`src/iep_pkg.sv`:
```
// shared constants for the capture/serial enable and ext1 priority slice
package iep_pkg;

    // register byte offsets on the apb window
    localparam logic [11:0] OFS_ENABLE = 12'h000;
    localparam logic [11:0] OFS_PRIO   = 12'h004;
    localparam logic [11:0] OFS_STATUS = 12'h008;
    localparam logic [11:0] OFS_MASK   = 12'h00c;

    // enable register field positions
    localparam int BIT_CAP4  = 6;
    localparam int BIT_CAP3  = 5;
    localparam int BIT_S2EVT = 1;
    localparam int BIT_S2FLT = 0;

    // implemented enable bits and reset values
    localparam logic [15:0] ENABLE_IMPL = 16'h0063;
    localparam logic [15:0] ENABLE_RST  = 16'h0000;

    // priority field
    localparam int          PRIO_W   = 3;
    localparam logic [2:0]  PRIO_RST = 3'h4;
    localparam logic [2:0]  PRIO_OFF = 3'h0;

    // request lanes, also the status and mask bit positions
    localparam int EV_CAP4  = 0;
    localparam int EV_CAP3  = 1;
    localparam int EV_S2EVT = 2;
    localparam int EV_S2FLT = 3;
    localparam int EV_EXT1  = 4;
    localparam int NUM_SRC  = 5;

    localparam logic [4:0] STATUS_RST = 5'h00;
    localparam logic [4:0] MASK_RST   = 5'h00;

    // exact 12-bit address match inside the 4 KiB window
    function automatic logic reg_hit(input logic [11:0] addr,
                                     input logic [11:0] ofs);
        reg_hit = (addr == ofs);
    endfunction

endpackage

```
`src/iep_apb_port.sv`:
```
// apb slave handshake: read data capture, ready and error answer
`timescale 1ns/1ps
module iep_apb_port
    import iep_pkg::*;
(
    input  wire logic        core_clk_i,
    input  wire logic        rst_n_i,
    input  wire logic        ce_i,
    input  wire logic        psel_i,
    input  wire logic        penable_i,
    input  wire logic        pwrite_i,
    input  wire logic        hit_i,
    input  wire logic [31:0] rd_word_i,
    output logic             pready_o,
    output logic             pslverr_o,
    output logic [31:0]      prdata_o,
    output logic             wr_stb_o
);

    logic       armed;
    logic       miss;
    wire  logic setup_w = psel_i & ~penable_i;
    wire  logic done_w  = psel_i & penable_i & pready_o;

    // answer only once the setup cycle has been seen under clock enable
    assign pready_o  = armed & ce_i;
    assign pslverr_o = pready_o & miss;
    assign wr_stb_o  = done_w & pwrite_i & ~miss;

    // read data is sampled in setup so prdata comes from a flop
    always_ff @(posedge core_clk_i or negedge rst_n_i) begin
        if (!rst_n_i) begin
            armed    <= 1'b0;
            miss     <= 1'b0;
            prdata_o <= 32'h0000_0000;
        end else if (ce_i) begin
            if (setup_w) begin
                armed    <= 1'b1;
                miss     <= ~hit_i;
                prdata_o <= (hit_i && !pwrite_i) ? rd_word_i : 32'h0;
            end else if (done_w) begin
                armed <= 1'b0;
            end
        end
    end

endmodule

```
`src/iep_req_gate.sv`:
```
// per-lane request gate with registered output and rising-edge event
`timescale 1ns/1ps
module iep_req_gate #(
    parameter int N = 5
) (
    input  wire logic         core_clk_i,
    input  wire logic         rst_n_i,
    input  wire logic         ce_i,
    input  wire logic [N-1:0] req_i,
    input  wire logic [N-1:0] en_i,
    output logic      [N-1:0] gnt_o,
    output logic      [N-1:0] evt_o
);

    // a zero-lane gate has nothing to drive
    if (N < 1) begin : g_bad_width
        $error("iep_req_gate needs at least one lane");
    end

    wire logic [N-1:0] next_gnt = req_i & en_i;

    // event fires once per new gated request, not every held cycle
    assign evt_o = next_gnt & ~gnt_o & {N{ce_i}};

    always_ff @(posedge core_clk_i or negedge rst_n_i) begin
        if (!rst_n_i) begin
            gnt_o <= '0;
        end else if (ce_i) begin
            gnt_o <= next_gnt;
        end
    end

endmodule

```
`src/iep_top.sv`:
```
// interrupt enable slice and external interrupt 1 priority register
`timescale 1ns/1ps
// Contract
// - capture 4 request passes only when enabled
// - capture 3 enable bit, read/write, gates request
// - enable bits 4..2 read zero, ignore writes
// - serial 2 event request gated by bit 1
// - priority register: only bits 2..0 implemented
// - priority field resets to binary 100
// - priority 7 highest, 000 disables ext1
module iep_top
    import iep_pkg::*;
(
    input  wire logic        core_clk_i,
    input  wire logic        rst_n_i,
    input  wire logic        ce_i,
    input  wire logic        psel_i,
    input  wire logic        penable_i,
    input  wire logic        pwrite_i,
    input  wire logic [11:0] paddr_i,
    input  wire logic [31:0] pwdata_i,
    output logic             pready_o,
    output logic             pslverr_o,
    output logic [31:0]      prdata_o,
    input  wire logic        capture4_req_i,
    input  wire logic        capture3_req_i,
    input  wire logic        serial2_event_req_i,
    input  wire logic        serial2_fault_req_i,
    input  wire logic        ext1_req_i,
    output logic             capture4_irq_o,
    output logic             capture3_irq_o,
    output logic             serial2_event_irq_o,
    output logic             serial2_fault_irq_o,
    output logic             ext1_irq_o,
    output logic [2:0]       ext1_priority_level_o,
    output logic             irq_o
);

    // registers
    logic [15:0] capture_spi_interrupt_enables;
    logic [15:0] external_int1_priority;
    logic [4:0]  irq_status;
    logic [4:0]  irq_mask;

    // bus decode
    wire logic hit_enable = reg_hit(paddr_i, OFS_ENABLE);
    wire logic hit_prio   = reg_hit(paddr_i, OFS_PRIO);
    wire logic hit_status = reg_hit(paddr_i, OFS_STATUS);
    wire logic hit_mask   = reg_hit(paddr_i, OFS_MASK);
    wire logic hit_any    = hit_enable | hit_prio | hit_status | hit_mask;
    wire logic wr_stb;

    // write strobes per register
    wire logic wr_enable = wr_stb & hit_enable;
    wire logic wr_prio   = wr_stb & hit_prio;
    wire logic wr_status = wr_stb & hit_status;
    wire logic wr_mask   = wr_stb & hit_mask;

    // readback mux, unimplemented bits forced low by the stored masks
    logic [31:0] rd_word;
    always_comb begin
        rd_word = 32'h0000_0000;
        if (hit_enable) begin
            rd_word[15:0] = capture_spi_interrupt_enables;
        end else if (hit_prio) begin
            rd_word[15:0] = external_int1_priority;
        end else if (hit_status) begin
            rd_word[4:0] = irq_status;
        end else if (hit_mask) begin
            rd_word[4:0] = irq_mask;
        end
    end

    iep_apb_port u_apb (
        .core_clk_i (core_clk_i),
        .rst_n_i    (rst_n_i),
        .ce_i       (ce_i),
        .psel_i     (psel_i),
        .penable_i  (penable_i),
        .pwrite_i   (pwrite_i),
        .hit_i      (hit_any),
        .rd_word_i  (rd_word),
        .pready_o   (pready_o),
        .pslverr_o  (pslverr_o),
        .prdata_o   (prdata_o),
        .wr_stb_o   (wr_stb)
    );

    // field views of the stored registers
    wire logic [2:0] prio_level = external_int1_priority[PRIO_W-1:0];
    wire logic ext1_on = (prio_level != PRIO_OFF);

    // per-lane request and enable vectors
    wire logic [NUM_SRC-1:0] req_vec = {ext1_req_i,
                                        serial2_fault_req_i,
                                        serial2_event_req_i,
                                        capture3_req_i,
                                        capture4_req_i};
    wire logic [NUM_SRC-1:0] en_vec = {
        ext1_on,
        capture_spi_interrupt_enables[BIT_S2FLT],
        capture_spi_interrupt_enables[BIT_S2EVT],
        capture_spi_interrupt_enables[BIT_CAP3],
        capture_spi_interrupt_enables[BIT_CAP4]};
    wire logic [NUM_SRC-1:0] gnt_vec;
    wire logic [NUM_SRC-1:0] evt_vec;

    // gating is registered so the core sees glitch-free requests
    iep_req_gate #(
        .N (NUM_SRC)
    ) u_gate (
        .core_clk_i (core_clk_i),
        .rst_n_i    (rst_n_i),
        .ce_i       (ce_i),
        .req_i      (req_vec),
        .en_i       (en_vec),
        .gnt_o      (gnt_vec),
        .evt_o      (evt_vec)
    );

    // gated requests toward the core
    assign capture4_irq_o        = gnt_vec[EV_CAP4];
    assign capture3_irq_o        = gnt_vec[EV_CAP3];
    assign serial2_event_irq_o   = gnt_vec[EV_S2EVT];
    assign serial2_fault_irq_o   = gnt_vec[EV_S2FLT];
    assign ext1_irq_o            = gnt_vec[EV_EXT1];
    assign ext1_priority_level_o = prio_level;
    assign irq_o                 = |(irq_status & irq_mask);

    // next values; sticky set beats a same-cycle write-one clear
    wire logic [15:0] next_enable = pwdata_i[15:0] & ENABLE_IMPL;
    wire logic [15:0] next_prio = {13'h0000, pwdata_i[2:0]};
    wire logic [4:0] clr_status = wr_status ? pwdata_i[4:0] : 5'h00;
    wire logic [4:0] next_status = (irq_status & ~clr_status) | evt_vec;

    // configuration registers
    always_ff @(posedge core_clk_i or negedge rst_n_i) begin
        if (!rst_n_i) begin
            capture_spi_interrupt_enables <= ENABLE_RST;
            external_int1_priority <= {13'h0000, PRIO_RST};
            irq_mask <= MASK_RST;
        end else if (ce_i) begin
            if (wr_enable) begin
                capture_spi_interrupt_enables <= next_enable;
            end
            if (wr_prio) begin
                external_int1_priority <= next_prio;
            end
            if (wr_mask) begin
                irq_mask <= pwdata_i[4:0];
            end
        end
    end

    // sticky status, frozen with the rest when clock enable is low
    always_ff @(posedge core_clk_i or negedge rst_n_i) begin
        if (!rst_n_i) begin
            irq_status <= STATUS_RST;
        end else if (ce_i) begin
            irq_status <= next_status;
        end
    end

    // completed read of a given register
    wire logic rd_done = psel_i & penable_i & pready_o & ~pwrite_i;
    logic      rd_was_enable;
    logic      rd_was_prio;
    logic      first_cycle;
    always_ff @(posedge core_clk_i or negedge rst_n_i) begin
        if (!rst_n_i) begin
            rd_was_enable <= 1'b0;
            rd_was_prio   <= 1'b0;
            first_cycle   <= 1'b1;
        end else begin
            rd_was_enable <= rd_done & hit_enable;
            rd_was_prio   <= rd_done & hit_prio;
            first_cycle   <= 1'b0;
        end
    end
endmodule

```
`config.mk`:
```
export PLATFORM = sky130hd
export DESIGN_NAME = iep_top
export DESIGN_NICKNAME = d
export VERILOG_FILES = /design/src/iep_pkg.sv /design/src/iep_apb_port.sv /design/src/iep_req_gate.sv /design/src/iep_top.sv
export SDC_FILE = /design/constraint.sdc
export NUM_CORES = 1
export LEC_CHECK = 0
export BUFFER_PORTS_ARGS = -buffer_cell sky130_fd_sc_hd__buf_2
export CAP_MARGIN = 15
export CORE_MARGIN = 2
export CORE_UTILIZATION = 45
export CTS_BUF_LIST = sky130_fd_sc_hd__clkbuf_2
export DETAILED_ROUTE_END_ITERATION = 16
export PLACE_DENSITY = 0.82
export SYNTH_ARGS = -nofsm -noshare
export SYNTH_HDL_FRONTEND = slang
export SYNTH_SLANG_ARGS = --single-unit
```
`constraint.sdc`:
```
create_clock -name core_clk_i -period 2.4 [get_ports core_clk_i]
set_clock_uncertainty 0.2 [all_clocks]
set_input_delay 0.36 -clock core_clk_i [delete_from_list [all_inputs] [get_ports core_clk_i]]
set_output_delay 0.36 -clock core_clk_i [all_outputs]
set_load 0.03 [all_outputs]
```
Word level (Yosys, flattened, before mapping)
Cells that the tools add are included.
- flip-flop bits (word level): 56
- input port bits: 55
- output and inout bits: 43
- mux-type cells: 8
- eq/ne operators: 3
- reductions and logical operators: 11
- bitwise operators: 25
- operator list (operator ; count):
    bitwise AND 5 bit ; 5
    equality test 12 x 4 -> 1 bit, second input constant ; 2
    two-way mux 5 bit ; 4
    two-way mux 7 bit ; 2
    equality test 12 x 3 -> 1 bit, second input constant ; 1
    logical NOT 12 bit ; 1
    bitwise AND 1 bit ; 11
    NOT 5 bit ; 2
    AND reduction 2 bit ; 5
    bitwise OR 5 bit ; 1
    OR reduction 5 bit ; 1
    NOT 1 bit ; 3
    bitwise OR 1 bit ; 3
    nonzero test 3 bit ; 1
    two-way mux 1 bit ; 2
    nonzero test 2 bit ; 1
    logical AND 1 bit ; 1
    logical NOT 1 bit ; 1

Longest topological paths before layout
- depth after elaboration: 9
- mapped depth: 6
- depth with buffers taken out: 4

Cells and area by module
A second synthesis with hierarchy kept.
- cell total of the unflattened synthesis: 220
- area, all modules: 2965.3 µm²
- modules (own cells, without submodules) (module ; area an instance (µm²) ; times used ; cells each ; sequential area each (µm²)):
    iep_apb_port ; 1752.9 ; 1 ; 117 ; 850.8
    iep_top ; 952.2 ; 1 ; 77 ; 426.7
    iep_req_gate ; 260.2 ; 1 ; 26 ; 125.1

Worst setup path after synthesis
Ideal clock, no wire load.
- path kind: input-to-reg
- start point: input paddr_i[5]
- end point: register external_int1_priority[0]
- required time: 2073 ps
- library setup time: 127 ps
- setup slack: 562 ps
- path buffers: 1
- cell stages on the path: 5
- arrival: 1511 ps
- cells stage by stage: nor4_2 and3_1 buf_6 and4_4 mux2_1
- cells in the longest elaborated chain, start to end: 3
- RTL lines (element ; line ; RTL):
    start, declared ; iep_top.sv:20 ; input wire logic [11:0] paddr_i,
    equality test 12 x 3 -> 1 bit ; iep_pkg.sv:39 ; reg_hit = (addr == ofs);
    bitwise AND 1 bit ; iep_top.sv:55 ; wire logic wr_prio = wr_stb & hit_prio;
    AND reduction 2 bit (no source line) ; n/a ;
    end signal, assigned ; iep_top.sv:140 ; external_int1_priority <= {13'h0000, PRIO_RST};
    end signal, assigned ; iep_top.sv:147 ; external_int1_priority <= next_prio;
    end, declared ; iep_top.sv:41 ; logic [15:0] external_int1_priority;
Every way passes these cells.
A chain may end at the register's enable or synchronous reset.

Worst setup path after layout
- start point: register irq_mask[0]
- end point: output irq_o
- cells in the longest elaborated chain, start to end: 2
- RTL lines (element ; line ; RTL):
    start, declared ; iep_top.sv:43 ; logic [4:0] irq_mask;
    start signal, assigned ; iep_top.sv:150 ; irq_mask <= pwdata_i[4:0];
    bitwise AND 5 bit ; iep_top.sv:128 ; assign irq_o = |(irq_status & irq_mask);
    OR reduction 5 bit ; iep_top.sv:128 ;
    end, declared ; iep_top.sv:36 ; output logic irq_o
Every way passes these cells.

==> run summary <==
Clock power share: 0.255
Slew @ Worst Pin: 0.6740 ns
Initial Utilization: 0.4672
Count of buffers from port buffering: 47
Vias: 1276
Post-synthesis cell count: 153
CTS Sinks: 31
Sequential Power Share: 0.597
P per Cell Area: 463.3 nW/um^2
Arrival time worst endpoint: 1.42 ns
Critical Path End Type: primary output
FP Rows: 22
Vias in the first global route: 1250
Pin count of the biggest net entering global routing: 32
Min-Delay Path Depth: 2
Post-CTS Setup Inserts: 0
Final Hold Fails: 0
Wire per inst: 14.37 um
Die span in y: 65.65 um
Seq/Total Area, Yosys: 0.4543
RSZ-0062 raised after global routing: no
Slew headroom: 0.5507
Yosys cell types: 39
WP data required: 1.84 ns
Crit Path Class: flop to primary output
Final Cell Area: 1919 um^2
Post-synthesis register bit count: 31
Sw Ratio: 0.2967
Placed Area: 1869 um^2
First-pass GRT wire length: 5961 um
First-pass DRT Iterations: 4
Min-delay worst type: input port to flop
Met1 Usage GRT: 0.2381
Placed cells: 242
# DRC: 0
Sum Neg Setup Slack: 0 ns
Finished Layout Cells: 250
Number of vias per cell: 5.104
DP HPWL: 2764 um
Worst reg2reg path depth: 4
Final period util: 0.8234
Met2 Use GR: 0.2955
Mapped cell area: 1710 um^2
Routed WL: 3593 um
CTS tree: built
CTS Buf Count: 5
IO Pins: 98
Hold Path Sink: capture_spi_interrupt_enables[6]
Htree depth: 2
Global routing met3 resource utilization: 0.06164
Final Wtd Congestion: 0.8854
Worst stage delay on the critical path: 0.43 ns
Die Wd: 65.65 um
Diodes inserted: 0
Layout Nets: 258
Worst Setup SP: irq_mask[0]
Clock transition at path regs: 0.15 ns
Count of final max-slew check failures: 0
Flop2flop setup slack: 0.66 ns
Worst VDD drop: 0.0002639 V
R2r startpoint: u_apb.miss
Hold Crit Start: pwdata_i[6]
Share of layout cells above drive strength 1: 0.3812
Root buffer cell: clkbuf_2
Overflow after GRT: 0
Total core area: 3661 um^2
Outcome: finished, final reports clean
Commonest non-fill, non-tap cell in the layout: buf_2
Cell-internal power: 0.6254 mW
Post-synth EDFFs: 0
Ys async rst share: 1.000
Gate power share: 0.148
Most frequent cells in the layout: 47 x buf_2, 30 x dfrtp_1, 25 x conb_1, 11 x nand2_1
Ys flop type: dfrtp_1
Die area: 4310 um^2
NetSw: 0.2639 mW
FF-to-FF End: external_int1_priority[0]
Max Cap Viol: 0
Final setup viols: 0
Final min period: 1.976 ns
CP Launch Type: flop
Crit path cell chain: a222oi_1 -> nand2_1 -> buf_2
Warnings, synthesis: 0
Hold Slack: 0.03605 ns
Clock tree buffer depth: 2
Synth-to-layout area growth: 12.22%
Synth Area per Inst: 11.18 um^2
Worst skew pair latency: 0.35 ns
Total GRT Usage: 0.1862
Iteration-0 DRC count of the detailed router: 78
FMAX: 506.0 MHz
CP max-delay cell: dfrtp_1
Antenna violations before repair: 0
P_leak: 1.028 nW
Final antenna-violating net count: 0
Gr busiest metal: met2
Max FO, Critical Path: 3
[logic make-up after synthesis]
kind of cell    count (synthesis)  share of synthesized area
flops                          31                     0.4543
other cells                     1                   0.002192
mux                            17                     0.1295
compound gates                 25                     0.1032
simple gates                   42                     0.1609
buf+inv                        37                     0.1500
[what timing repair did]
action,4_1_cts,5_1_grt
hold buffers,1,1
hold endpoints to repair,30,1
endpoints found under the setup margin,0,0
gates resized for setup,0,0
[registers in the layout (all words and copies together), names as in the netlist]
signal and cells:
irq_status 5, u_apb.prdata_o 7, external_int1_priority 3, u_gate.gnt_o 5, irq_mask 5, u_apb.miss 1
u_apb.armed 1, capture_spi_interrupt_enables 4
[layer usage]
metal  wire length (um)  vias up
met2               1855       53
met3                243        7
met4                 45        0
met5                  0        -
li1                   -      598
met1               1448      618
[synthesized netlist by cell type, drive strengths merged, types with 2 or more instances]
cell type	n	area share
nor4	2	0.015
inv	6	0.013
nand3	2	0.0059
o22ai	2	0.0073
or2	2	0.0073
and3	3	0.014
o21ai	9	0.026
o2bb2ai	3	0.015
nand2	11	0.024
and3b	3	0.017
and2	3	0.012
mux2i	3	0.018
nor2	4	0.0088
and4	2	0.013
a22o	2	0.010
buf	29	0.13
dfrtp	30	0.44
a32o	2	0.012
clkbuf	2	0.0044
o31ai	2	0.0088
nand4	7	0.034
mux2	14	0.11
nor3	2	0.0059
[through the flow]
| step | setup WS (ns) | util | power (mW) |
|---|---|---|---|
| 6_report | 0.4238 | 0.5243 | 0.8893 |
| 4_1_cts | 0.4097 | 0.5215 | 0.8945 |
| 3_3_place_gp | 0.2632 | 0.5106 | 0.6686 |
| 5_1_grt | 0.3205 | 0.5243 | 0.9353 |
| 3_5_place_dp | 0.2433 | 0.5106 | 0.6709 |
| 2_1_floorplan | 0.5620 | - | 0.6534 |
[critical path, delay by kind of cell, from the launching register on]
| kind | cells | cell delay, ns |
|---|---|---|
| flip-flops | 1 | 0.43 |
| AO/OA/AOI/OAI | 1 | 0.34 |
| buffers and inverters | 1 | 0.19 |
| AND/OR/NAND/NOR | 1 | 0.11 |
[power by group through the flow]
stage / clock (mW) / sequential (mW) / combinational [mW]
5_1_grt: 0.260 / 0.532 / 0.144
3_5_place_dp: 0 / 0.541 / 0.130
4_1_cts: 0.232 / 0.531 / 0.131
3_3_place_gp: 0 / 0.540 / 0.128
6_report: 0.226 / 0.531 / 0.132
2_1_floorplan: 0 / 0.540 / 0.114
[layout make-up]
cell class / instances / area, um^2
Clock buffer: 6 / 30.03
Fill cell: 362 / 1742
Inverter: 6 / 22.52
Multi-Input combinational cell: 109 / 767.0
Sequential cell: 31 / 777.0
Tap cell: 48 / 60.06
Timing Repair Buffer: 50 / 262.8
[how the worst max path moves through the flow]
stage | cells past startpoint | slack, ns | endpoint
4_1_cts | 3 | 0.41 | irq_o
2_1_floorplan | 5 | 0.56 | external_int1_priority[0]
6_report | 3 | 0.42 | irq_o
3_3_place_gp | 5 | 0.26 | external_int1_priority[1]
3_5_place_dp | 5 | 0.24 | external_int1_priority[0]
5_1_grt | 3 | 0.32 | irq_o
No activity file was read; power rests on OpenSTA's default activity.
